$ cat src/rtl/dch_pkg.sv
// Constants, types and timing figures shared by the DDR2 command host.
package dch_pkg;
	localparam int AXI_AW = 4;
	localparam int CLK_PERIOD_NS = 10;
	// Least times round up, the longest time rounds down.
	localparam int T_AOFD_NS = 25;
	localparam int T_MOD_MAX_NS = 12;
	localparam int T_RCD_NS = 15;
	localparam int T_RC_NS = 55;
	localparam int T_RRD_NS = 10;
	localparam int T_RFC_NS = 105;
	localparam int T_XSNR_NS = 115;
	localparam int T_XSRD_NS = 2000;
	localparam int T_CKSTAB_NS = 100;
	localparam logic [7:0] C_AOFD = 8'((T_AOFD_NS + CLK_PERIOD_NS - 1) / CLK_PERIOD_NS);
	localparam logic [7:0] C_MOD_MAX = 8'((T_MOD_MAX_NS < 2 * CLK_PERIOD_NS) ? 1 : T_MOD_MAX_NS / CLK_PERIOD_NS);
	localparam logic [7:0] C_RCD = 8'((T_RCD_NS + CLK_PERIOD_NS - 1) / CLK_PERIOD_NS);
	localparam logic [7:0] C_RC = 8'((T_RC_NS + CLK_PERIOD_NS - 1) / CLK_PERIOD_NS);
	localparam logic [7:0] C_RRD = 8'((T_RRD_NS + CLK_PERIOD_NS - 1) / CLK_PERIOD_NS);
	localparam logic [7:0] C_RFC = 8'((T_RFC_NS + CLK_PERIOD_NS - 1) / CLK_PERIOD_NS);
	localparam logic [7:0] C_XSNR = 8'((T_XSNR_NS + CLK_PERIOD_NS - 1) / CLK_PERIOD_NS);
	localparam logic [7:0] C_XSRD = 8'((T_XSRD_NS + CLK_PERIOD_NS - 1) / CLK_PERIOD_NS);
	localparam logic [7:0] C_XSRD_REST = C_XSRD - C_XSNR;
	localparam logic [7:0] C_CKSTAB = 8'((T_CKSTAB_NS + CLK_PERIOD_NS - 1) / CLK_PERIOD_NS);
	localparam logic [7:0] C_SR_CK = 8'h01;
	// Register offsets and field positions.
	localparam logic [3:0] ADDR_CMD = 4'h0;
	localparam logic [3:0] ADDR_CFG = 4'h4;
	localparam logic [3:0] ADDR_STAT = 4'h8;
	localparam int CMD_OP_LSB = 0;
	localparam int CMD_BANK_LSB = 4;
	localparam int CMD_AP_BIT = 8;
	localparam int CMD_ADDR_LSB = 16;
	localparam int CFG_ODT_BIT = 0;
	localparam int CFG_AL_LSB = 4;
	localparam int STAT_ERR_BIT = 3;
	localparam logic CFG_ODT_RST = 1'b0;
	localparam logic [2:0] CFG_AL_RST = 3'h0;
	// Software command codes.
	localparam logic [3:0] OP_ACT = 4'h1;
	localparam logic [3:0] OP_RD = 4'h2;
	localparam logic [3:0] OP_WR = 4'h3;
	localparam logic [3:0] OP_PREA = 4'h4;
	localparam logic [3:0] OP_REF = 4'h5;
	localparam logic [3:0] OP_SRE = 4'h6;
	localparam logic [3:0] OP_SRX = 4'h7;
	localparam logic [3:0] OP_EMR = 4'h8;
	localparam int ADDR_A10 = 10;
	localparam logic [12:0] ADDR_PREA_ALL = 13'h0400;
	localparam logic [1:0] EMR1_BA = 2'h1;
	localparam logic [1:0] RESP_OKAY = 2'h0;
	localparam logic [1:0] RESP_SLVERR = 2'h2;
	typedef enum logic [6:0]
	{
		ST_IDLE = 7'h01,
		ST_ODT_OFF = 7'h02,
		ST_MRS_WAIT = 7'h04,
		ST_SR = 7'h08,
		ST_CK_WAIT = 7'h10,
		ST_XSNR = 7'h20,
		ST_XSRD = 7'h40
	} dch_state_t;
	typedef enum logic [2:0]
	{
		PC_NOP, PC_ACT, PC_RD, PC_WR, PC_PREA, PC_REF, PC_SRE, PC_EMR
	} dch_pin_cmd_t;
endpackage

$ cat src/rtl/dch_timer.sv
// Reloadable down counter that flags when a wait has run out.
`timescale 1ns/1ns
`default_nettype none
module dch_timer
(
	input wire logic aclk,
	input wire logic aresetn,
	input wire logic load,
	input wire logic [7:0] value,
	output logic done
);
	import dch_pkg::*;
	logic [7:0] cnt_reg;
	logic [7:0] cnt_next;

	// Load wins over counting; the count rests at zero.
	always_comb
	begin
		cnt_next = cnt_reg;
		if (load)
			cnt_next = value;
		else if (cnt_reg != 8'h00)
			cnt_next = cnt_reg - 8'h01;
	end

	// Count register.
	always_ff @(posedge aclk)
	begin
		if (!aresetn)
			cnt_reg <= 8'h00;
		else
			cnt_reg <= cnt_next;
	end

	assign done = (cnt_reg == 8'h00);
endmodule
`default_nettype wire

$ cat src/rtl/dch_pin_drv.sv
// Output flops that turn a command code into the memory pin levels.
`timescale 1ns/1ns
`default_nettype none
module dch_pin_drv
(
	input wire logic aclk,
	input wire logic aresetn,
	input wire dch_pkg::dch_pin_cmd_t cmd,
	input wire logic cke_in,
	input wire logic odt_in,
	input wire logic ck_in,
	input wire logic [1:0] ba_in,
	input wire logic [12:0] addr_in,
	output logic ddr_ck_en,
	output logic ddr_cke,
	output logic ddr_cs_n,
	output logic ddr_ras_n,
	output logic ddr_cas_n,
	output logic ddr_we_n,
	output logic [1:0] ddr_ba,
	output logic [12:0] ddr_addr,
	output logic ddr_odt
);
	import dch_pkg::*;
	logic [3:0] pins_next;

	// Returns chip select, row strobe, column strobe and write enable.
	function automatic logic [3:0] dch_encode(input dch_pin_cmd_t c);
		logic [3:0] r;
		r = 4'h7;
		case (c)
			PC_ACT: r = 4'h3;
			PC_RD: r = 4'h5;
			PC_WR: r = 4'h4;
			PC_PREA: r = 4'h2;
			PC_REF: r = 4'h1;
			PC_SRE: r = 4'h1;
			PC_EMR: r = 4'h0;
			default: r = 4'h7;
		endcase
		return r;
	endfunction

	always_comb
	begin
		pins_next = dch_encode(cmd);
	end

	// Registers every pin; reset deselects the device with CKE low.
	always_ff @(posedge aclk)
	begin
		if (!aresetn)
		begin
			ddr_ck_en <= 1'b1;
			ddr_cke <= 1'b0;
			{ddr_cs_n, ddr_ras_n, ddr_cas_n, ddr_we_n} <= 4'hF;
			ddr_ba <= 2'h0;
			ddr_addr <= 13'h0000;
			ddr_odt <= 1'b0;
		end
		else
		begin
			ddr_ck_en <= ck_in;
			ddr_cke <= cke_in;
			{ddr_cs_n, ddr_ras_n, ddr_cas_n, ddr_we_n} <= pins_next;
			ddr_ba <= ba_in;
			ddr_addr <= addr_in;
			ddr_odt <= odt_in;
		end
	end
endmodule
`default_nettype wire

$ cat src/rtl/dch_top.sv
// DDR2 command host: AXI4-Lite registers, command sequencer and pin timing.
//
// The register offsets and the AXI4-Lite interface to the registers were left to the implementer.
`timescale 1ns/1ns
`default_nettype none
module dch_top
(
	input wire logic aclk,
	input wire logic aresetn,
	input wire logic [dch_pkg::AXI_AW-1:0] s_axi_awaddr,
	input wire logic s_axi_awvalid,
	output logic s_axi_awready,
	input wire logic [31:0] s_axi_wdata,
	input wire logic [3:0] s_axi_wstrb,
	input wire logic s_axi_wvalid,
	output logic s_axi_wready,
	output logic [1:0] s_axi_bresp,
	output logic s_axi_bvalid,
	input wire logic s_axi_bready,
	input wire logic [dch_pkg::AXI_AW-1:0] s_axi_araddr,
	input wire logic s_axi_arvalid,
	output logic s_axi_arready,
	output logic [31:0] s_axi_rdata,
	output logic [1:0] s_axi_rresp,
	output logic s_axi_rvalid,
	input wire logic s_axi_rready,
	output logic ddr_ck_en,
	output logic ddr_cke,
	output logic ddr_cs_n,
	output logic ddr_ras_n,
	output logic ddr_cas_n,
	output logic ddr_we_n,
	output logic [1:0] ddr_ba,
	output logic [12:0] ddr_addr,
	output logic ddr_odt
);
	import dch_pkg::*;

	// --------------------------------------------------------------
	// Declarations
	// --------------------------------------------------------------
	logic aw_hold_reg, aw_hold_next, w_hold_reg, w_hold_next;
	logic [3:0] awaddr_reg, awaddr_next;
	logic [31:0] wdata_reg, wdata_next;
	logic [3:0] wstrb_reg, wstrb_next;
	logic awready_next, wready_next, bvalid_next, arready_next, rvalid_next;
	logic [1:0] bresp_next, rresp_next;
	logic [31:0] rdata_next;
	logic wr_fire;
	logic [31:0] wmask, cmd_word, cfg_word, stat_word;
	dch_state_t state_reg, state_next;
	logic pend_reg, pend_next, ap_reg, ap_next, err_reg, err_next;
	logic need_ref_reg, need_ref_next, odt_en_reg, odt_en_next;
	logic [3:0] op_reg, op_next, act_reg, act_next;
	logic [1:0] bank_reg, bank_next;
	logic [12:0] addr_reg, addr_next;
	logic [2:0] al_reg, al_next;
	logic [7:0] odt_low_cnt_reg, odt_low_cnt_next;
	dch_pin_cmd_t pc;
	logic [1:0] issue_ba;
	logic [12:0] issue_addr;
	logic cke_req, odt_req, ck_run, refuse;
	logic gen_load, rrd_load, rfc_load, rcd_load;
	logic [3:0] rc_load, rc_done;
	logic [7:0] gen_val, rcd_val;
	logic gen_done, rrd_done, rfc_done, rcd_done;

	// Byte-lane mask from write strobes.
	function automatic logic [31:0] dch_mask(input logic [3:0] s);
		logic [31:0] m;
		m = 32'h0000_0000;
		for (int i = 0; i < 4; i++)
			m[i*8 +: 8] = {8{s[i]}};
		return m;
	endfunction

	// True for the three mapped register words.
	function automatic logic dch_mapped(input logic [3:0] a);
		return (a == ADDR_CMD) || (a == ADDR_CFG) || (a == ADDR_STAT);
	endfunction

	// --------------------------------------------------------------
	// AXI4-Lite slave
	// --------------------------------------------------------------
	assign wmask = dch_mask(wstrb_reg);
	assign cmd_word = {3'h0, addr_reg, 7'h00, ap_reg, 2'h0, bank_reg, op_reg};
	assign cfg_word = {25'h0, al_reg, 3'h0, odt_en_reg};
	assign stat_word = {22'h0, cke_req, odt_req, act_reg, err_reg, need_ref_reg, state_reg == ST_SR, pend_reg};

	// Address and data are held separately; the write fires once both are in.
	always_comb
	begin
		aw_hold_next = aw_hold_reg;
		awaddr_next = awaddr_reg;
		w_hold_next = w_hold_reg;
		wdata_next = wdata_reg;
		wstrb_next = wstrb_reg;
		bvalid_next = s_axi_bvalid;
		bresp_next = s_axi_bresp;
		rvalid_next = s_axi_rvalid;
		rdata_next = s_axi_rdata;
		rresp_next = s_axi_rresp;
		wr_fire = aw_hold_reg && w_hold_reg && !s_axi_bvalid;
		if (s_axi_awvalid && s_axi_awready)
		begin
			aw_hold_next = 1'b1;
			awaddr_next = {s_axi_awaddr[3:2], 2'b00};
		end
		if (s_axi_wvalid && s_axi_wready)
		begin
			w_hold_next = 1'b1;
			wdata_next = s_axi_wdata;
			wstrb_next = s_axi_wstrb;
		end
		if (s_axi_bvalid && s_axi_bready)
			bvalid_next = 1'b0;
		if (wr_fire)
		begin
			bvalid_next = 1'b1;
			bresp_next = dch_mapped(awaddr_reg) ? RESP_OKAY : RESP_SLVERR;
			aw_hold_next = 1'b0;
			w_hold_next = 1'b0;
		end
		if (s_axi_rvalid && s_axi_rready)
			rvalid_next = 1'b0;
		if (s_axi_arvalid && s_axi_arready)
		begin
			rvalid_next = 1'b1;
			rresp_next = dch_mapped({s_axi_araddr[3:2], 2'b00}) ? RESP_OKAY : RESP_SLVERR;
			unique case ({s_axi_araddr[3:2], 2'b00})
				ADDR_CMD: rdata_next = cmd_word;
				ADDR_CFG: rdata_next = cfg_word;
				ADDR_STAT: rdata_next = stat_word;
				default: rdata_next = 32'h0000_0000;
			endcase
		end
		awready_next = !aw_hold_next;
		wready_next = !w_hold_next;
		arready_next = !rvalid_next;
	end

	// Bus registers.
	always_ff @(posedge aclk)
	begin
		if (!aresetn)
		begin
			aw_hold_reg <= 1'b0;
			awaddr_reg <= 4'h0;
			w_hold_reg <= 1'b0;
			wdata_reg <= 32'h0000_0000;
			wstrb_reg <= 4'h0;
			s_axi_awready <= 1'b1;
			s_axi_wready <= 1'b1;
			s_axi_bvalid <= 1'b0;
			s_axi_bresp <= RESP_OKAY;
			s_axi_arready <= 1'b1;
			s_axi_rvalid <= 1'b0;
			s_axi_rdata <= 32'h0000_0000;
			s_axi_rresp <= RESP_OKAY;
		end
		else
		begin
			aw_hold_reg <= aw_hold_next;
			awaddr_reg <= awaddr_next;
			w_hold_reg <= w_hold_next;
			wdata_reg <= wdata_next;
			wstrb_reg <= wstrb_next;
			s_axi_awready <= awready_next;
			s_axi_wready <= wready_next;
			s_axi_bvalid <= bvalid_next;
			s_axi_bresp <= bresp_next;
			s_axi_arready <= arready_next;
			s_axi_rvalid <= rvalid_next;
			s_axi_rdata <= rdata_next;
			s_axi_rresp <= rresp_next;
		end
	end

	// --------------------------------------------------------------
	// Command sequencer
	// --------------------------------------------------------------
	// latency shortens row wait
	assign rcd_val = (8'(al_reg) >= C_RCD) ? 8'h00 : C_RCD - 8'(al_reg);

	// Register writes first, then the state step; a refusal sets the error last so it wins.
	always_comb
	begin
		state_next = state_reg;
		pend_next = pend_reg;
		op_next = op_reg;
		bank_next = bank_reg;
		ap_next = ap_reg;
		addr_next = addr_reg;
		err_next = err_reg;
		need_ref_next = need_ref_reg;
		odt_en_next = odt_en_reg;
		al_next = al_reg;
		act_next = act_reg;
		pc = PC_NOP;
		issue_ba = bank_reg;
		issue_addr = addr_reg;
		gen_load = 1'b0;
		gen_val = 8'h00;
		rrd_load = 1'b0;
		rfc_load = 1'b0;
		rcd_load = 1'b0;
		rc_load = 4'h0;
		refuse = 1'b0;
		if (wr_fire && awaddr_reg == ADDR_CFG)
		begin
			odt_en_next = 1'(((cfg_word & ~wmask) | (wdata_reg & wmask)) >> CFG_ODT_BIT);
			al_next = 3'(((cfg_word & ~wmask) | (wdata_reg & wmask)) >> CFG_AL_LSB);
		end
		if (wr_fire && awaddr_reg == ADDR_STAT && wmask[STAT_ERR_BIT] && wdata_reg[STAT_ERR_BIT])
			err_next = 1'b0;
		if (wr_fire && awaddr_reg == ADDR_CMD)
		begin
			if (pend_reg)
				refuse = 1'b1;
			else
			begin
				pend_next = 1'b1;
				op_next = wdata_reg[CMD_OP_LSB +: 4];
				bank_next = wdata_reg[CMD_BANK_LSB +: 2];
				ap_next = wdata_reg[CMD_AP_BIT];
				addr_next = wdata_reg[CMD_ADDR_LSB +: 13];
			end
		end
		unique case (state_reg)
			ST_IDLE:
				if (pend_reg)
				begin
					unique case (op_reg)
						OP_ACT:
							if (act_reg[bank_reg])
								refuse = 1'b1;
							else if (rc_done[bank_reg] && rrd_done && rfc_done)
							begin
								pc = PC_ACT;
								act_next[bank_reg] = 1'b1;
								rc_load[bank_reg] = 1'b1;
								rrd_load = 1'b1;
								rcd_load = 1'b1;
								pend_next = 1'b0;
							end
						OP_RD, OP_WR:
							if (!act_reg[bank_reg])
								refuse = 1'b1;
							else if (rcd_done)
							begin
								pc = (op_reg == OP_RD) ? PC_RD : PC_WR;
								issue_addr[ADDR_A10] = ap_reg;
								if (ap_reg)
									act_next[bank_reg] = 1'b0;
								pend_next = 1'b0;
							end
						OP_PREA:
						begin
							pc = PC_PREA;
							issue_addr = ADDR_PREA_ALL;
							act_next = 4'h0;
							pend_next = 1'b0;
						end
						OP_REF:
							if (act_reg != 4'h0)
								refuse = 1'b1;
							else if (rfc_done)
							begin
								pc = PC_REF;
								rfc_load = 1'b1;
								need_ref_next = 1'b0;
								pend_next = 1'b0;
							end
						OP_EMR:
							if (act_reg != 4'h0)
								refuse = 1'b1;
							else
							begin
								state_next = ST_ODT_OFF;
								gen_load = 1'b1;
								gen_val = C_AOFD;
							end
						OP_SRE:
							if (act_reg != 4'h0 || need_ref_reg)
								refuse = 1'b1;
							else if (rfc_done)
							begin
								state_next = ST_ODT_OFF;
								gen_load = 1'b1;
								gen_val = C_AOFD;
							end
						default: refuse = 1'b1;
					endcase
				end
			ST_ODT_OFF:
				if (gen_done)
				begin
					gen_load = 1'b1;
					if (op_reg == OP_EMR)
					begin
						pc = PC_EMR;
						issue_ba = EMR1_BA;
						gen_val = C_MOD_MAX;
						state_next = ST_MRS_WAIT;
					end
					else
					begin
						pc = PC_SRE;
						gen_val = C_SR_CK;
						state_next = ST_SR;
						pend_next = 1'b0;
					end
				end
			ST_MRS_WAIT:
				if (gen_done)
				begin
					state_next = ST_IDLE;
					pend_next = 1'b0;
				end
			ST_SR:
				if (pend_reg)
				begin
					if (op_reg == OP_SRX)
					begin
						state_next = ST_CK_WAIT;
						gen_load = 1'b1;
						gen_val = C_CKSTAB;
						pend_next = 1'b0;
					end
					else
						refuse = 1'b1;
				end
			ST_CK_WAIT:
				if (gen_done)
				begin
					state_next = ST_XSNR;
					gen_load = 1'b1;
					gen_val = C_XSNR;
				end
			ST_XSNR:
				if (gen_done)
				begin
					state_next = ST_XSRD;
					gen_load = 1'b1;
					gen_val = C_XSRD_REST;
				end
			ST_XSRD:
				if (gen_done)
				begin
					state_next = ST_IDLE;
					need_ref_next = 1'b1;
				end
		endcase
		if (refuse)
		begin
			if (!(wr_fire && awaddr_reg == ADDR_CMD))
				pend_next = 1'b0;
			err_next = 1'b1;
		end
		cke_req = !(state_next == ST_SR || state_next == ST_CK_WAIT);
		odt_req = odt_en_reg && (state_next == ST_IDLE);
		ck_run = !(state_reg == ST_SR && state_next == ST_SR && gen_done);
		odt_low_cnt_next = odt_req ? 8'h00 : (odt_low_cnt_reg == 8'hFF) ? odt_low_cnt_reg : odt_low_cnt_reg + 8'h01;
	end

	// Sequencer registers.
	always_ff @(posedge aclk)
	begin
		if (!aresetn)
		begin
			state_reg <= ST_IDLE;
			pend_reg <= 1'b0;
			op_reg <= 4'h0;
			bank_reg <= 2'h0;
			ap_reg <= 1'b0;
			addr_reg <= 13'h0000;
			err_reg <= 1'b0;
			need_ref_reg <= 1'b0;
			odt_en_reg <= CFG_ODT_RST;
			al_reg <= CFG_AL_RST;
			act_reg <= 4'h0;
			odt_low_cnt_reg <= 8'h00;
		end
		else
		begin
			state_reg <= state_next;
			pend_reg <= pend_next;
			op_reg <= op_next;
			bank_reg <= bank_next;
			ap_reg <= ap_next;
			addr_reg <= addr_next;
			err_reg <= err_next;
			need_ref_reg <= need_ref_next;
			odt_en_reg <= odt_en_next;
			al_reg <= al_next;
			act_reg <= act_next;
			odt_low_cnt_reg <= odt_low_cnt_next;
		end
	end

	// --------------------------------------------------------------
	// Timers and pins
	// --------------------------------------------------------------
	dch_timer u_gen (.aclk(aclk), .aresetn(aresetn), .load(gen_load), .value(gen_val), .done(gen_done));
	dch_timer u_rrd (.aclk(aclk), .aresetn(aresetn), .load(rrd_load), .value(C_RRD), .done(rrd_done));
	dch_timer u_rfc (.aclk(aclk), .aresetn(aresetn), .load(rfc_load), .value(C_RFC), .done(rfc_done));
	dch_timer u_rcd (.aclk(aclk), .aresetn(aresetn), .load(rcd_load), .value(rcd_val), .done(rcd_done));

	for (genvar b = 0; b < 4; b++)
	begin : g_rc
		dch_timer u_rc (.aclk(aclk), .aresetn(aresetn), .load(rc_load[b]), .value(C_RC), .done(rc_done[b]));
	end

	dch_pin_drv u_pins
	(
		.aclk(aclk),
		.aresetn(aresetn),
		.cmd(pc),
		.cke_in(cke_req),
		.odt_in(odt_req),
		.ck_in(ck_run),
		.ba_in(issue_ba),
		.addr_in(issue_addr),
		.ddr_ck_en(ddr_ck_en),
		.ddr_cke(ddr_cke),
		.ddr_cs_n(ddr_cs_n),
		.ddr_ras_n(ddr_ras_n),
		.ddr_cas_n(ddr_cas_n),
		.ddr_we_n(ddr_we_n),
		.ddr_ba(ddr_ba),
		.ddr_addr(ddr_addr),
		.ddr_odt(ddr_odt)
	);
endmodule
`default_nettype wire

$ cat config.mk
export PLATFORM = sky130hd
export DESIGN_NAME = dch_top
export DESIGN_NICKNAME = d
export VERILOG_FILES = /design/src/rtl/dch_pkg.sv /design/src/rtl/dch_timer.sv /design/src/rtl/dch_pin_drv.sv /design/src/rtl/dch_top.sv
export SDC_FILE = /design/constraint.sdc
export NUM_CORES = 1
export LEC_CHECK = 0
export ABC_AREA = 1
export BUFFER_PORTS_ARGS = -buffer_cell sky130_fd_sc_hd__buf_2
export CAP_MARGIN = 20
export CORE_MARGIN = 2
export CORE_UTILIZATION = 48
export CTS_BUF_LIST = sky130_fd_sc_hd__clkbuf_16
export DETAILED_ROUTE_END_ITERATION = 10
export GPL_TIMING_DRIVEN = 1
export PLACE_DENSITY = 0.69
export SETUP_SLACK_MARGIN = 0.4
export SYNTH_ARGS = -nofsm -noshare
export SYNTH_HDL_FRONTEND = slang
export SYNTH_SLANG_ARGS = --single-unit
$ cat constraint.sdc
create_clock -name aclk -period 2.3 [get_ports aclk]
set_input_delay 0.46 -clock aclk [delete_from_list [all_inputs] [get_ports aclk]]
set_output_delay 0.46 -clock aclk [all_outputs]
set_load 0.01 [all_outputs]
**Yosys cells after proc, flatten, opt, wreduce, memory -nomap -nowiden**

Index checks and enable logic that the tools add are counted.

- Reductions and logical operators: 75
- Equality and inequality tests: 39
- Magnitude comparators: 3
- Add/subtract/negate cells: 9
- Multiplexer cells: 146
- Bitwise logic cells: 9

Operator list:

| operator | count |
|---|---|
| 29-bit one-hot mux with 3 select lines | 1 |
| 7-bit 2-to-1 mux | 10 |
| 1-bit 2-to-1 mux | 67 |
| 8-bit zero test | 8 |
| 4-bit 2-to-1 mux | 16 |
| 8-bit nonzero test | 8 |
| 8-bit by 1-bit subtractor with 8-bit output, second input constant | 8 |
| 8-bit 2-to-1 mux | 6 |
| 7-bit one-hot mux with 6 select lines | 1 |
| 8-bit one-hot mux with 5 select lines | 1 |
| 3-bit 2-to-1 mux | 12 |
| 13-bit 2-to-1 mux | 2 |
| 2-bit 2-to-1 mux | 12 |
| 2-bit nonzero test | 11 |
| 2-bit OR reduction | 10 |
| 1-bit logical AND | 18 |
| 2-bit != test, second input constant | 9 |
| 3-bit one-hot mux with 6 select lines | 1 |
| 4-bit by 3-bit equality test with 1-bit output, second input constant | 4 |
| 7-bit AND | 2 |
| 7-bit by 1-bit equality test with 1-bit output, second input constant | 2 |
| 7-bit by 4-bit equality test with 1-bit output, second input constant | 2 |
| 7-bit by 5-bit equality test with 1-bit output, second input constant | 2 |
| 7-bit one-hot mux with 2 select lines | 1 |
| other kinds (44) | 67 |

- Input bits: 51
- Register bits after elaboration: 199
- Output and inout bits: 63
- Word-level logic and storage cells: 328

**Longest topological paths before layout**

Gate-level depths: netlist of the first run.

- Depth after elaboration: 13
- Gate-level depth with buffers: 14
- Mapped depth without buffers: 14

**Cells and area by module**

Synthesis of the first run repeated with hierarchy kept, for this count alone.

- Cells, all modules: 1320
- Area, all modules: 9013.6 um^2

By module, submodules not included:

| module | cells an instance | sequential area each (um^2) | times used | area an instance (um^2) |
|---|---|---|---|---|
| dch_top | 689 | 1881.8 | 1 | 4534.3 |
| dch_timer | 70 | 160.2 | 8 | 478.0 |
| dch_pin_drv | 71 | 440.4 | 1 | 655.6 |

**Worst setup path after synthesis of the first run**

OpenSTA, ideal clock, no wires.

- Kind: reg-to-reg
- Start: register u_gen.cnt_reg[0]
- End: register u_gen.cnt_reg[3]
- Required time: 2168 ps
- Setup slack: 559 ps
- Period minus slack after synthesis: 1741 ps
- Cell stages (with the launch flop): 13
- Path buffers: 1
- Setup time: 132 ps
- Data arrival time: 1610 ps
- Path through: dfxtp_1 -> inv_1 -> ha_1 -> nand2_2 -> nor2_4 -> inv_1 -> buf_6 -> nor2_1 -> inv_1 -> nand2_1 -> inv_1 -> nor3_1 -> nor3_1

- Word-level cells in the longest chain between the ends: 4
- Elaborated cells between the ends (all ways): 11
- Those cells by class: add/sub: 1; mux: 7; reduce/logical: 3

RTL lines:

| what | line | text |
|---|---|---|
| start: declaration | dch_timer.sv:13 | `logic [7:0] cnt_reg;` |
| start signal: assignment | dch_timer.sv:32 | `cnt_reg <= cnt_next;` |
| branches (longest 4 deep; another with 8-bit by 1-bit subtractor with 8-bit output) | - |  |

Several ways; the timed one is not identified. The select of a mux whose other input is x is not followed.
A chain may end at the register's enable or synchronous reset.

**Worst setup path in the final report of the first run**

- Start: register u_rfc.cnt_reg[1]
- End: register g_rc[0].u_rc.cnt_reg[7]

- Word-level cells in the longest chain between the ends: 8

RTL lines:

| what | line | text |
|---|---|---|
| start: declaration | dch_timer.sv:13 |  |
| start signal: assignment | dch_timer.sv:32 |  |
| 8-bit zero test | dch_timer.sv:35 | `assign done = (cnt_reg == 8'h00);` |
| 1-bit logical AND | dch_top.sv:237 | `else if (rc_done[bank_reg] && rrd_done && rfc_done)` |
| 4-bit 2-to-1 mux | dch_top.sv:237 |  |
| 4-bit 2-to-1 mux | dch_top.sv:235 | `if (act_reg[bank_reg])` |
| 4-bit 2-to-1 mux | dch_top.sv:233 | `unique case (op_reg)` |
| 4-bit 2-to-1 mux | dch_top.sv:231 | `if (pend_reg)` |
| 4-bit 2-to-1 mux | dch_top.sv:229 | `unique case (state_reg)` |
| 2-bit OR reduction (no source line) | - |  |
| end signal: assignment | dch_timer.sv:32 |  |
| end: declaration | dch_timer.sv:13 |  |

Every way passes these cells.

==> results of run 1 <==
## worst max-delay path by stage
| stage | slack, ps | start | to | depth (start not counted) |
|---|---|---|---|---|
| finish | 430 | u_rfc.cnt_reg[1] | g_rc[0].u_rc.cnt_reg[7] | 12 |
| global route | 330 | u_rfc.cnt_reg[1] | g_rc[0].u_rc.cnt_reg[7] | 12 |
| CTS | 410 | u_rcd.cnt_reg[0] | u_rcd.cnt_reg[7] | 11 |
| detailed placement | 260 | u_rfc.cnt_reg[0] | s_axi_rdata[8] | 14 |
| global placement | 300 | u_rfc.cnt_reg[0] | s_axi_rdata[8] | 14 |
| floorplan | 560 | u_gen.cnt_reg[0] | u_gen.cnt_reg[3] | 12 |
## through the flow
| step | area [µm²] | setup slack (ps) |
|---|---|---|
| 6_report | 10300 | 427 |
| 5_1_grt | 10300 | 330 |
| 4_1_cts | 9660 | 410 |
| 3_5_place_dp | 8950 | 263 |
| 3_3_place_gp | 8950 | 301 |
| 2_1_floorplan | 8320 | 559 |
## layout make-up
type                            count  area share [%]
Timing Repair Buffer              140            8.33
Clock buffer                       17            4.12
Clock inverter                     15            1.99
Tap cell                          225            2.73
Sequential cell                   180            35.3
Multi-Input combinational cell    777            42.4
Inverter                          136            5.20
## cell families (layout without fill, tap and decap cells)
family | Yosys count | after routing
buf+inv | 178 | 308
other cells | 1 | 11
flops | 180 | 180
fa+ha+maj | 15 | 15
simple gates | 523 | 523
compound gates | 196 | 196
xor+xnor | 32 | 32
## per-layer routing
| layer | up-vias | wire length [µm] | GRT usage [%] |
|---|---|---|---|
| met5 | - | 0 | 0 |
| met4 | 0 | 317 | 6.37 |
| met3 | 27 | 744 | 4.15 |
| met2 | 159 | 9780 | 35.0 |
| met1 | 3438 | 9280 | 28.2 |
| li1 | 3870 | - | - |
## power groups by stage
stage / clock network (W) / registers [W] / logic (W)
2_1_floorplan: 0 / 0.00393 / 0.00267
3_3_place_gp: 0 / 0.00397 / 0.00315
3_5_place_dp: 0 / 0.00399 / 0.00323
4_1_cts: 0.00306 / 0.00392 / 0.00334
5_1_grt: 0.00319 / 0.00403 / 0.00459
6_report: 0.00302 / 0.00396 / 0.00409
## worst reg2reg max path, cell delays in order, from the launching register on
cell      delay, ps
dfxtp_2         330
inv_2            80
ha_4            160
nand3_4         100
nor2_4          160
buf_6           120
nand2_4          40
nor2_4          130
nand4_4         210
clkinv_8        180
nand2_8          80
nand3_4         110
nor2_1           60
## placed cells by master (no fill, tap or decap), types with 3 or more instances in the layout
master,n
inv_1,102
nand2_8,4
o21ai_1,8
a21oi_1,95
inv_8,4
nor2_1,153
nand3_1,80
dfxtp_1,160
o21ai_0,64
nand3_4,6
nor2_2,21
dfxtp_4,3
inv_4,4
ha_1,10
clkbuf_16,17
conb_1,11
ha_4,3
buf_4,51
nand3b_1,3
dfxtp_2,17
buf_6,5
clkinvlp_4,3
xor2_1,25
a31oi_1,5
nand4_4,4
nor3_1,9
buf_2,84
nand2_4,3
nand3_2,6
or2_2,8
inv_2,27
xnor2_1,7
a21oi_2,6
nand2_1,163
nor3_2,4
nand4_1,9
nor2_4,20
o22ai_1,4
clkinv_8,6
nand2_2,26
## repair_timing
action,CTS,global route
buffers inserted,4,33
pin swaps,6,43
endpoints found under the setup margin,78,88
gates resized for setup,13,134
## cells in the mapped netlist, types with 2 or more instances
cell	n	area, µm²
nand2_1	182	683
o21ai_1	7	35.0
nor3_1	12	60.1
nand3_1	86	430
nand4_1	9	56.3
nand3_2	6	60.1
o21ai_0	65	325
nor2_1	169	634
inv_1	125	469
a21oi_1	100	500
buf_2	2	10.0
or2_2	8	50.1
clkbuf_1	22	82.6
a31oi_1	5	31.3
o211ai_1	2	15.0
nand3b_1	3	22.5
nor2_4	7	78.8
nand2_4	4	45.0
nand4_2	2	25.0
o31ai_1	2	15.0
dfxtp_1	180	3600
buf_4	12	90.1
inv_2	9	33.8
o22ai_1	4	25.0
xor2_1	25	219
nor2_2	18	113
buf_1	5	18.8
nand4_4	2	42.5
xnor2_1	7	61.3
nand2_2	10	62.6
ha_1	15	188
==> qor.txt, run 1 <==
Residual overflow from global routing -> 0
CP max stage cell -> dfxtp_2
CP endpoint kind -> flip-flop
Routed vias/inst -> 5.03
Gpl congestion -> 0.899
CP peak stage delay -> 330 ps
Worst path required time -> 2620 ps
Post-synth cell types -> 51
Tmin final -> 1870 ps
Reg2reg end -> g_rc[0].u_rc.cnt_reg[7]
Mux contribution to synthesized area -> 0%
Sequential power share -> 35.8%
Largest family of logic cells by synthesized area -> simple AND/OR/NAND/NOR gates
CORE AREA -> 0.0171 mm²
Worst R2R Setup Slack -> 430 ps
Die X-Extent -> 135 µm
Drt first pass iters -> 5
Total GRT Usage -> 21.2%
Largest net degree at the start of global routing -> 51
Status -> completed
DRC viols -> 0
CTS HTree Levels -> 4
Number of buffers added on ports -> 84
Skew final -> 13.1 ps
Hold depth -> 4
DPL Wire Length -> 13,600 µm
Total routed wirelength -> 20,100 µm
Layout net count -> 1,318
Max-Cap Viols -> 0
Critical path cell sequence -> inv_2, ha_4, nand3_4, nor2_4, buf_6, nand2_4, nor2_4, nand4_4, clkinv_8, nand2_8, nand3_4, nor2_1
Synth Warn # -> 0
Initial DRC count -> 403
Mapped Area -> 0.00828 mm²
Worst-margin pin slew -> 636 ps
CTS root buf -> clkbuf_16
Vias -> 7,494
Hold Crit Start -> s_axi_bready
Ys async rst share -> 0%
Sw Ratio -> 37.0%
Slew headroom -> 57.6%
Syn-to-layout area delta -> 24.6%
Leakage -> 4.56 nW
R2R Path Start -> u_rfc.cnt_reg[1]
FF/Latch Area -> 0.00364 mm²
Clk pin slew, worst setup/hold paths -> 80 ps
Die height -> 135 µm
Crit-path max FO -> 8
Critical path class -> reg -> reg
Setup tns final -> 0 ps
RSZ-0062 raised after global routing -> yes
Clock power frac -> 27.3%
FF-to-FF path depth -> 12
Combinational share of power -> 36.9%
Ports -> 114
Post-route antenna net violation count -> 0
TritonCTS Sinks -> 180
Most used DFF post-synth -> dfxtp_1
Critical Path AT -> 2200 ps
Pwr Density -> 1070 mW/mm²
Hold Path End -> s_axi_bvalid
Cts hold-fix bufs -> 0
Fmax -> 534 MHz
Critical Path Source Type -> flip-flop
Final Hold Viols -> 0
Final Total Pwr -> 0.0111 W
CTS buffer count -> 17
Starting density of the core -> 48.5%
Diode count -> 0
EDFF count, synth -> 0
Hold_ws -> 278 ps
Vias in the first global route -> 6,733
Final worst-path cycle share -> 81.5%
Synth Area in Compound Gates -> 12.9%
Max reg flops -> 32
Clock buffer depth -> 2
Final-layout fill cell count -> 1,557
FF+latch count, synth -> 180
Syn Area/Cell -> 7.36 µm²
Finished Core Util -> 60.5%
Initial antenna violation count -> 0
Internal -> 0.00698 W
Top delay family on crit path -> simple AND/OR/NAND/NOR gates
IR drop worst, VDD -> 0.000662 V
Clk_lat worst skew -> 430 ps
Die Footprint -> 0.0183 mm²
Hold WC Path Type -> in -> reg
Layout cells sized above 1 -> 27.2%
Final setup viols -> 0
Slew Limit Fails -> 0
Post-Synth XOR/XNOR Area -> 3.38%
First-pass GRT wire length -> 31,300 µm
Synth Area in Simple Gates -> 29.1%
Finished Layout Cells -> 1,490
Adder-cell area share of the yosys netlist -> 2.27%
Cell Rows -> 48
Multi-input combinational cell area -> 0.00437 mm²
Cells after Synth -> 1,125
Buffer and inverter count on the worst path -> 3
WL/cell -> 13.5 µm
Switch Pwr -> 0.00409 W
Register area share after synthesis -> 43.5%
# placed instances -> 1,421
CTS tree -> done
(Power assumes the default switching activity.)
==> inputs of run 2 (changes only) <==
==> constraint.sdc (replaced) <==
create_clock -name aclk -period 1.8 [get_ports aclk]
set_input_delay 0.36 -clock aclk [delete_from_list [all_inputs] [get_ports aclk]]
set_output_delay 0.36 -clock aclk [all_outputs]
set_load 0.01 [all_outputs]
==> run 2 against run 1 <==
The run now ends with setup timing left. Via count rose by 8.4%. Core utilization increased by 8.3 points. Maximum frequency rose by 0.99%. Clock skew fell by 2.3 ps. First-iteration DRC count up 14%. Sequential share of layout area is 4.1 points lower. Sequential cell count is the same. Hold slack lost 110 ps. Count of clock-buffer cells in the layout stayed put. Final cell count rose by 6.0%.
==> qor.txt, run 2 (same netlist as run 1, synthesis figures left out) <==
Finished Core Util -> 68.8%
Vias in the first global route -> 7,381
Critical Path AT -> 2190 ps
Skew final -> 10.9 ps
Top delay family on crit path -> simple AND/OR/NAND/NOR gates
Initial DRC count -> 459
Cell Rows -> 48
Hold Path End -> wstrb_reg[0]
Initial antenna violation count -> 0
CTS buffer count -> 17
Critical path cell sequence -> inv_2, ha_4, nand3_4, nor2_4, buf_6, nand2_4, nor2_4, nand4_4, clkinv_8, nand2_8, nand3_4, a21oi_2
Syn-to-layout area delta -> 41.7%
RSZ-0062 raised after global routing -> yes
Cts hold-fix bufs -> 0
Post-route antenna net violation count -> 0
Switch Pwr -> 0.00582 W
Largest net degree at the start of global routing -> 64
Die height -> 135 µm
Worst R2R Setup Slack -> -50 ps
Residual overflow from global routing -> 0
Clk pin slew, worst setup/hold paths -> 70 ps
CTS tree -> done
Vias -> 8,125
CP Launch Point -> u_rfc.cnt_reg[0]
CTS root buf -> clkbuf_16
Slew Limit Fails -> 0
Failing checks -> setup timing
WL/cell -> 14.3 µm
Clock power frac -> 24.6%
Crit-path max FO -> 7
Hold_ws -> 166 ps
CTS HTree Levels -> 4
DP Area -> 0.00960 mm²
Final Total Pwr -> 0.0155 W
Layout net count -> 1,408
Final-layout fill cell count -> 1,338
Critical path class -> reg -> reg
Die X-Extent -> 135 µm
Hold WC Path Type -> in -> reg
Ports -> 114
Final setup viols -> 32
Commonest non-fill, non-tap cell in the layout -> dfxtp_1
FF-to-FF path depth -> 12
Routed vias/inst -> 5.14
Layout cells sized above 1 -> 42.0%
Total GRT Usage -> 23.0%
DPL Wire Length -> 13,800 µm
CP endpoint kind -> flip-flop
Gpl congestion -> 0.894
Hold depth -> 3
Final Cell Area -> 0.0117 mm²
R2R Path Start -> u_rfc.cnt_reg[0]
Total routed wirelength -> 22,600 µm
Max-Cap Viols -> 0
Sw Ratio -> 37.6%
Pwr Density -> 1320 mW/mm²
DRC viols -> 0
Tmin final -> 1850 ps
Number of buffers added on ports -> 84
Sequential power share -> 32.9%
Combinational share of power -> 42.5%
Hold Crit Start -> s_axi_wstrb[0]
Max reg flops -> 32
Final WS setup -> -54.9 ps
Worst path required time -> 2130 ps
Internal -> 0.00964 W
Fmax -> 539 MHz
Most frequent cells in the layout -> dfxtp_1 (153), nand2_1 (142), nor2_1 (127)
Die Footprint -> 0.0183 mm²
Clk_lat worst skew -> 440 ps
Final Hold Viols -> 0
Clock buffer depth -> 2
CP peak stage delay -> 330 ps
First-pass GRT wire length -> 34,200 µm
Critical Path Source Type -> flip-flop
Final worst-path cycle share -> 103%
Status -> finished, violations left
Drt first pass iters -> 4
Reg2reg end -> g_rc[2].u_rc.cnt_reg[5]
Setup tns final -> -856 ps
Leakage -> 5.13 nW
CORE AREA -> 0.0171 mm²
IR drop worst, VDD -> 0.000997 V
Starting density of the core -> 48.5%
TritonCTS Sinks -> 180
Diode count -> 0
Buffer and inverter count on the worst path -> 3
CP max stage cell -> dfxtp_2
==> run 2: worst max path at each step <==
stage	end	slack, ps	cells after the start
finish	g_rc[2].u_rc.cnt_reg[5]	-50	12
global route	g_rc[2].u_rc.cnt_reg[7]	-150	10
CTS	pend_reg	40	16
detailed placement	s_axi_rdata[8]	-100	14
global placement	s_axi_rdata[8]	-40	14
floorplan	g_rc[3].u_rc.cnt_reg[6]	150	11
==> run 2: tightest hold or removal path, stage by stage <==
cell and delay [ps]:
buf_2 70, o21ai_0 70, nor2_1 70
==> run 2: layout make-up <==
| type | instances | area [µm²] | area share, % |
|---|---|---|---|
| repair buffers | 228 | 1620 | 13.8 |
| repair inverters | 1 | 16.3 | 0.139 |
| multi-input cells | 778 | 4980 | 42.4 |
| clock buffers | 17 | 425 | 3.62 |
| clock inverters | 15 | 184 | 1.57 |
| flip-flops and latches | 180 | 3660 | 31.2 |
| well taps | 225 | 282 | 2.40 |
| inverters | 136 | 572 | 4.87 |
==> run 2: through the flow <==
stage / std cells / setup slack (ps)
2_1_floorplan: 1135 / 150
3_3_place_gp: 1475 / -35.5
3_5_place_dp: 1475 / -97.1
4_1_cts: 1552 / 37.3
5_1_grt: 1580 / -154
6_report: 1580 / -54.9
==> run 2: power groups by stage <==
stage               sequential [W]  combinational (W)  clock (W)
floorplan                  0.00503            0.00358          0
global placement           0.00508            0.00461          0
detailed placement         0.00509            0.00471          0
CTS                        0.00502            0.00555    0.00385
global route               0.00518            0.00726    0.00399
finish                     0.00509            0.00658    0.00380
==> run 2: routing by layer <==
metal | GRT usage (%) | share of wire, % | vias up
li1 | - | - | 4057
met1 | 28.9 | 43 | 3804
met2 | 39.7 | 50 | 213
met3 | 3.78 | 4.4 | 51
met4 | 9.14 | 2.8 | 0
met5 | 0 | 0 | -
==> run 2: timing repair <==
item / CTS / global route
resized for setup: 135 / 154
pin swaps: 52 / 68
gates cloned: 3 / 1
endpoints found under the setup margin: 121 / 131
buffers inserted: 42 / 27
hold endpoints to repair: 0 / 0
==> inputs of run 3 (changes only) <==
--- a/config.mk
+++ b/config.mk
@@ -13,7 +13,7 @@
 export CTS_BUF_LIST = sky130_fd_sc_hd__clkbuf_16
 export DETAILED_ROUTE_END_ITERATION = 10
 export GPL_TIMING_DRIVEN = 1
-export PLACE_DENSITY = 0.69
+export PLACE_DENSITY = 0.71
 export SETUP_SLACK_MARGIN = 0.4
 export SYNTH_ARGS = -nofsm -noshare
 export SYNTH_HDL_FRONTEND = slang
==> constraint.sdc (replaced) <==
create_clock -name aclk -period 1.5 [get_ports aclk]
set_input_delay 0.3 -clock aclk [delete_from_list [all_inputs] [get_ports aclk]]
set_output_delay 0.3 -clock aclk [all_outputs]
set_load 0.01 [all_outputs]
==> run 3 against run 2 <==
The flow still finishes with violations (setup timing). Clock power rose by 23%. Global-route usage rose by 4.1 points. Final cell count rose by 7.3%. Sequential share of layout area fell by 3.5 points. Critical path type unchanged. Largest cell class unchanged. Highest routed layer unchanged.
==> qor.txt, run 3 (same netlist as run 1, synthesis figures left out) <==
Status -> finished, violations left
Failing checks -> setup timing
Commonest non-fill, non-tap cell in the layout -> buf_4
Critical Path Source Type -> flip-flop
Max-Cap Viols -> 0
Tmin final -> 2210 ps
Initial DRC count -> 1,020
Die Footprint -> 0.0183 mm²
Clk pin slew, worst setup/hold paths -> 90 ps
CTS HTree Levels -> 4
Diode count -> 0
DPL Wire Length -> 14,800 µm
Layout net count -> 1,523
Vias in the first global route -> 8,490
Critical path cell sequence -> nor2_1, nand2_1, nor2_1, nand2_2, nand2_1, nand2_4, nand2_1, nor2_1, nor2_1, nand2_1, nor2_4, nand3_2, a21oi_2
RSZ-0062 raised after global routing -> yes
Die X-Extent -> 135 µm
Ports -> 114
CP endpoint kind -> flip-flop
Hold_ws -> 92.9 ps
TritonCTS Sinks -> 180
Pwr Density -> 1530 mW/mm²
M1 wire length -> 11,900 µm
Slew Limit Fails -> 0
CP max stage cell -> dfxtp_1
Critical path class -> reg -> reg
Vias -> 9,902
CTS buffer count -> 17
Syn-to-layout area delta -> 62.0%
Most frequent cells in the layout -> buf_4 (205), nor2_1 (133), nand2_1 (130)
DRC viols -> 0
Final WS setup -> -709 ps
Leakage -> 5.82 nW
Max reg flops -> 32
Critical Path AT -> 2600 ps
CP peak stage delay -> 350 ps
Crit-path max FO -> 7
Initial antenna violation count -> 0
Largest net degree at the start of global routing -> 64
CORE AREA -> 0.0171 mm²
Finished Core Util -> 78.6%
Final Hold Viols -> 0
Final setup viols -> 103
Residual overflow from global routing -> 0
Total routed wirelength -> 33,600 µm
CTS tree -> done
Layout cells sized above 1 -> 51.8%
Starting density of the core -> 48.5%
Gpl congestion -> 0.856
Post-route antenna net violation count -> 0
Routed met3 length -> 2870 µm
Die height -> 135 µm
Routed vias/inst -> 5.84
WL met2 -> 16,400 µm
Clock buffer depth -> 2
CTS root buf -> clkbuf_16
Cell Rows -> 48
First-pass GRT wire length -> 39,900 µm
Total GRT Usage -> 27.1%
Fmax -> 453 MHz
Number of buffers added on ports -> 84
IR drop worst, VDD -> 0.00134 V
DR top layer -> met4
Skew final -> 13.7 ps
WL/cell -> 19.8 µm
Clk_lat worst skew -> 460 ps
Worst path required time -> 1890 ps
Final worst-path cycle share -> 147%
Drt first pass iters -> 5
Hold WC Path Type -> in -> reg
## run 3: changes by cell type in the layout (fill, tap and decap cells not counted), sizes merged
cell / before / now
buf: 228 / 340
nand2: 196 / 199
clkinv: 9 / 11
bufinv: 1 / 0
clkinvlp: 3 / 2
## run 3: metrics by stage
| step | power [W] | setup TNS (ps) | setup WS [ps] | instance area [µm²] | instances |
|---|---|---|---|---|---|
| CTS | 0.0185 | -15440 | -306 | 12400 | 1661 |
| finish | 0.0206 | -36170 | -709 | 13400 | 1695 |
| global placement | 0.0126 | -15530 | -242 | 10500 | 1580 |
| detailed placement | 0.0128 | -18520 | -289 | 10500 | 1580 |
| floorplan | 0.0104 | -6450 | -150 | 8700 | 1135 |
| global route | 0.0215 | -44540 | -875 | 13400 | 1695 |
## run 3: worst paths after layout
path,to,depth (start not counted),slack [ps],start
worst min-delay path,wdata_reg[19],3,90,s_axi_wdata[19]
worst max-delay path,s_axi_rdata[8],13,-710,act_reg[3]
worst min register to register,s_axi_awready,1,460,aw_hold_reg
worst max register to register,s_axi_rdata[8],13,-710,act_reg[3]
## run 3: cell type report
class | instances | area [µm²]
multi-input cells | 781 | 5330
flip-flops and latches | 180 | 3710
fillers | 846 | 3640
repair buffers | 340 | 2890
inverters | 136 | 563
clock buffers | 17 | 425
well taps | 225 | 282
clock inverters | 15 | 203
repair inverters | 1 | 11.3
## run 3: report_power, final
part | switching [W] | internal (W) | total [W] | leakage [nW]
clock network | 0.00239 | 0.00229 | 0.00468 | 0.297
registers | 0.000512 | 0.00554 | 0.00606 | 1.50
logic | 0.00526 | 0.00456 | 0.00982 | 4.03
total | 0.00816 | 0.0124 | 0.0206 | 5.82
## run 3: timing repair
| item | CTS | global route |
|---|---|---|
| pin swaps | 52 | 57 |
| setup endpoints to repair | 192 | 204 |
| gates resized for setup | 224 | 193 |
| cloned | 5 | 1 |
| hold buffers | 0 | 0 |
| buffers inserted | 44 | 33 |
## run 3: critical path: cells and delay by family (launching register included)
family / cells / cell delay, ps
flops: 1 / 350
compound gates: 1 / 110
simple gates: 12 / 1680
## run 3: routing by layer
| metal | global-route usage, % | vias up |
|---|---|---|
| met5 | 0 | - |
| met4 | 10.6 | 0 |
| met3 | 5.27 | 246 |
| met2 | 46.8 | 683 |
| met1 | 33.4 | 4671 |
| li1 | - | 4302 |
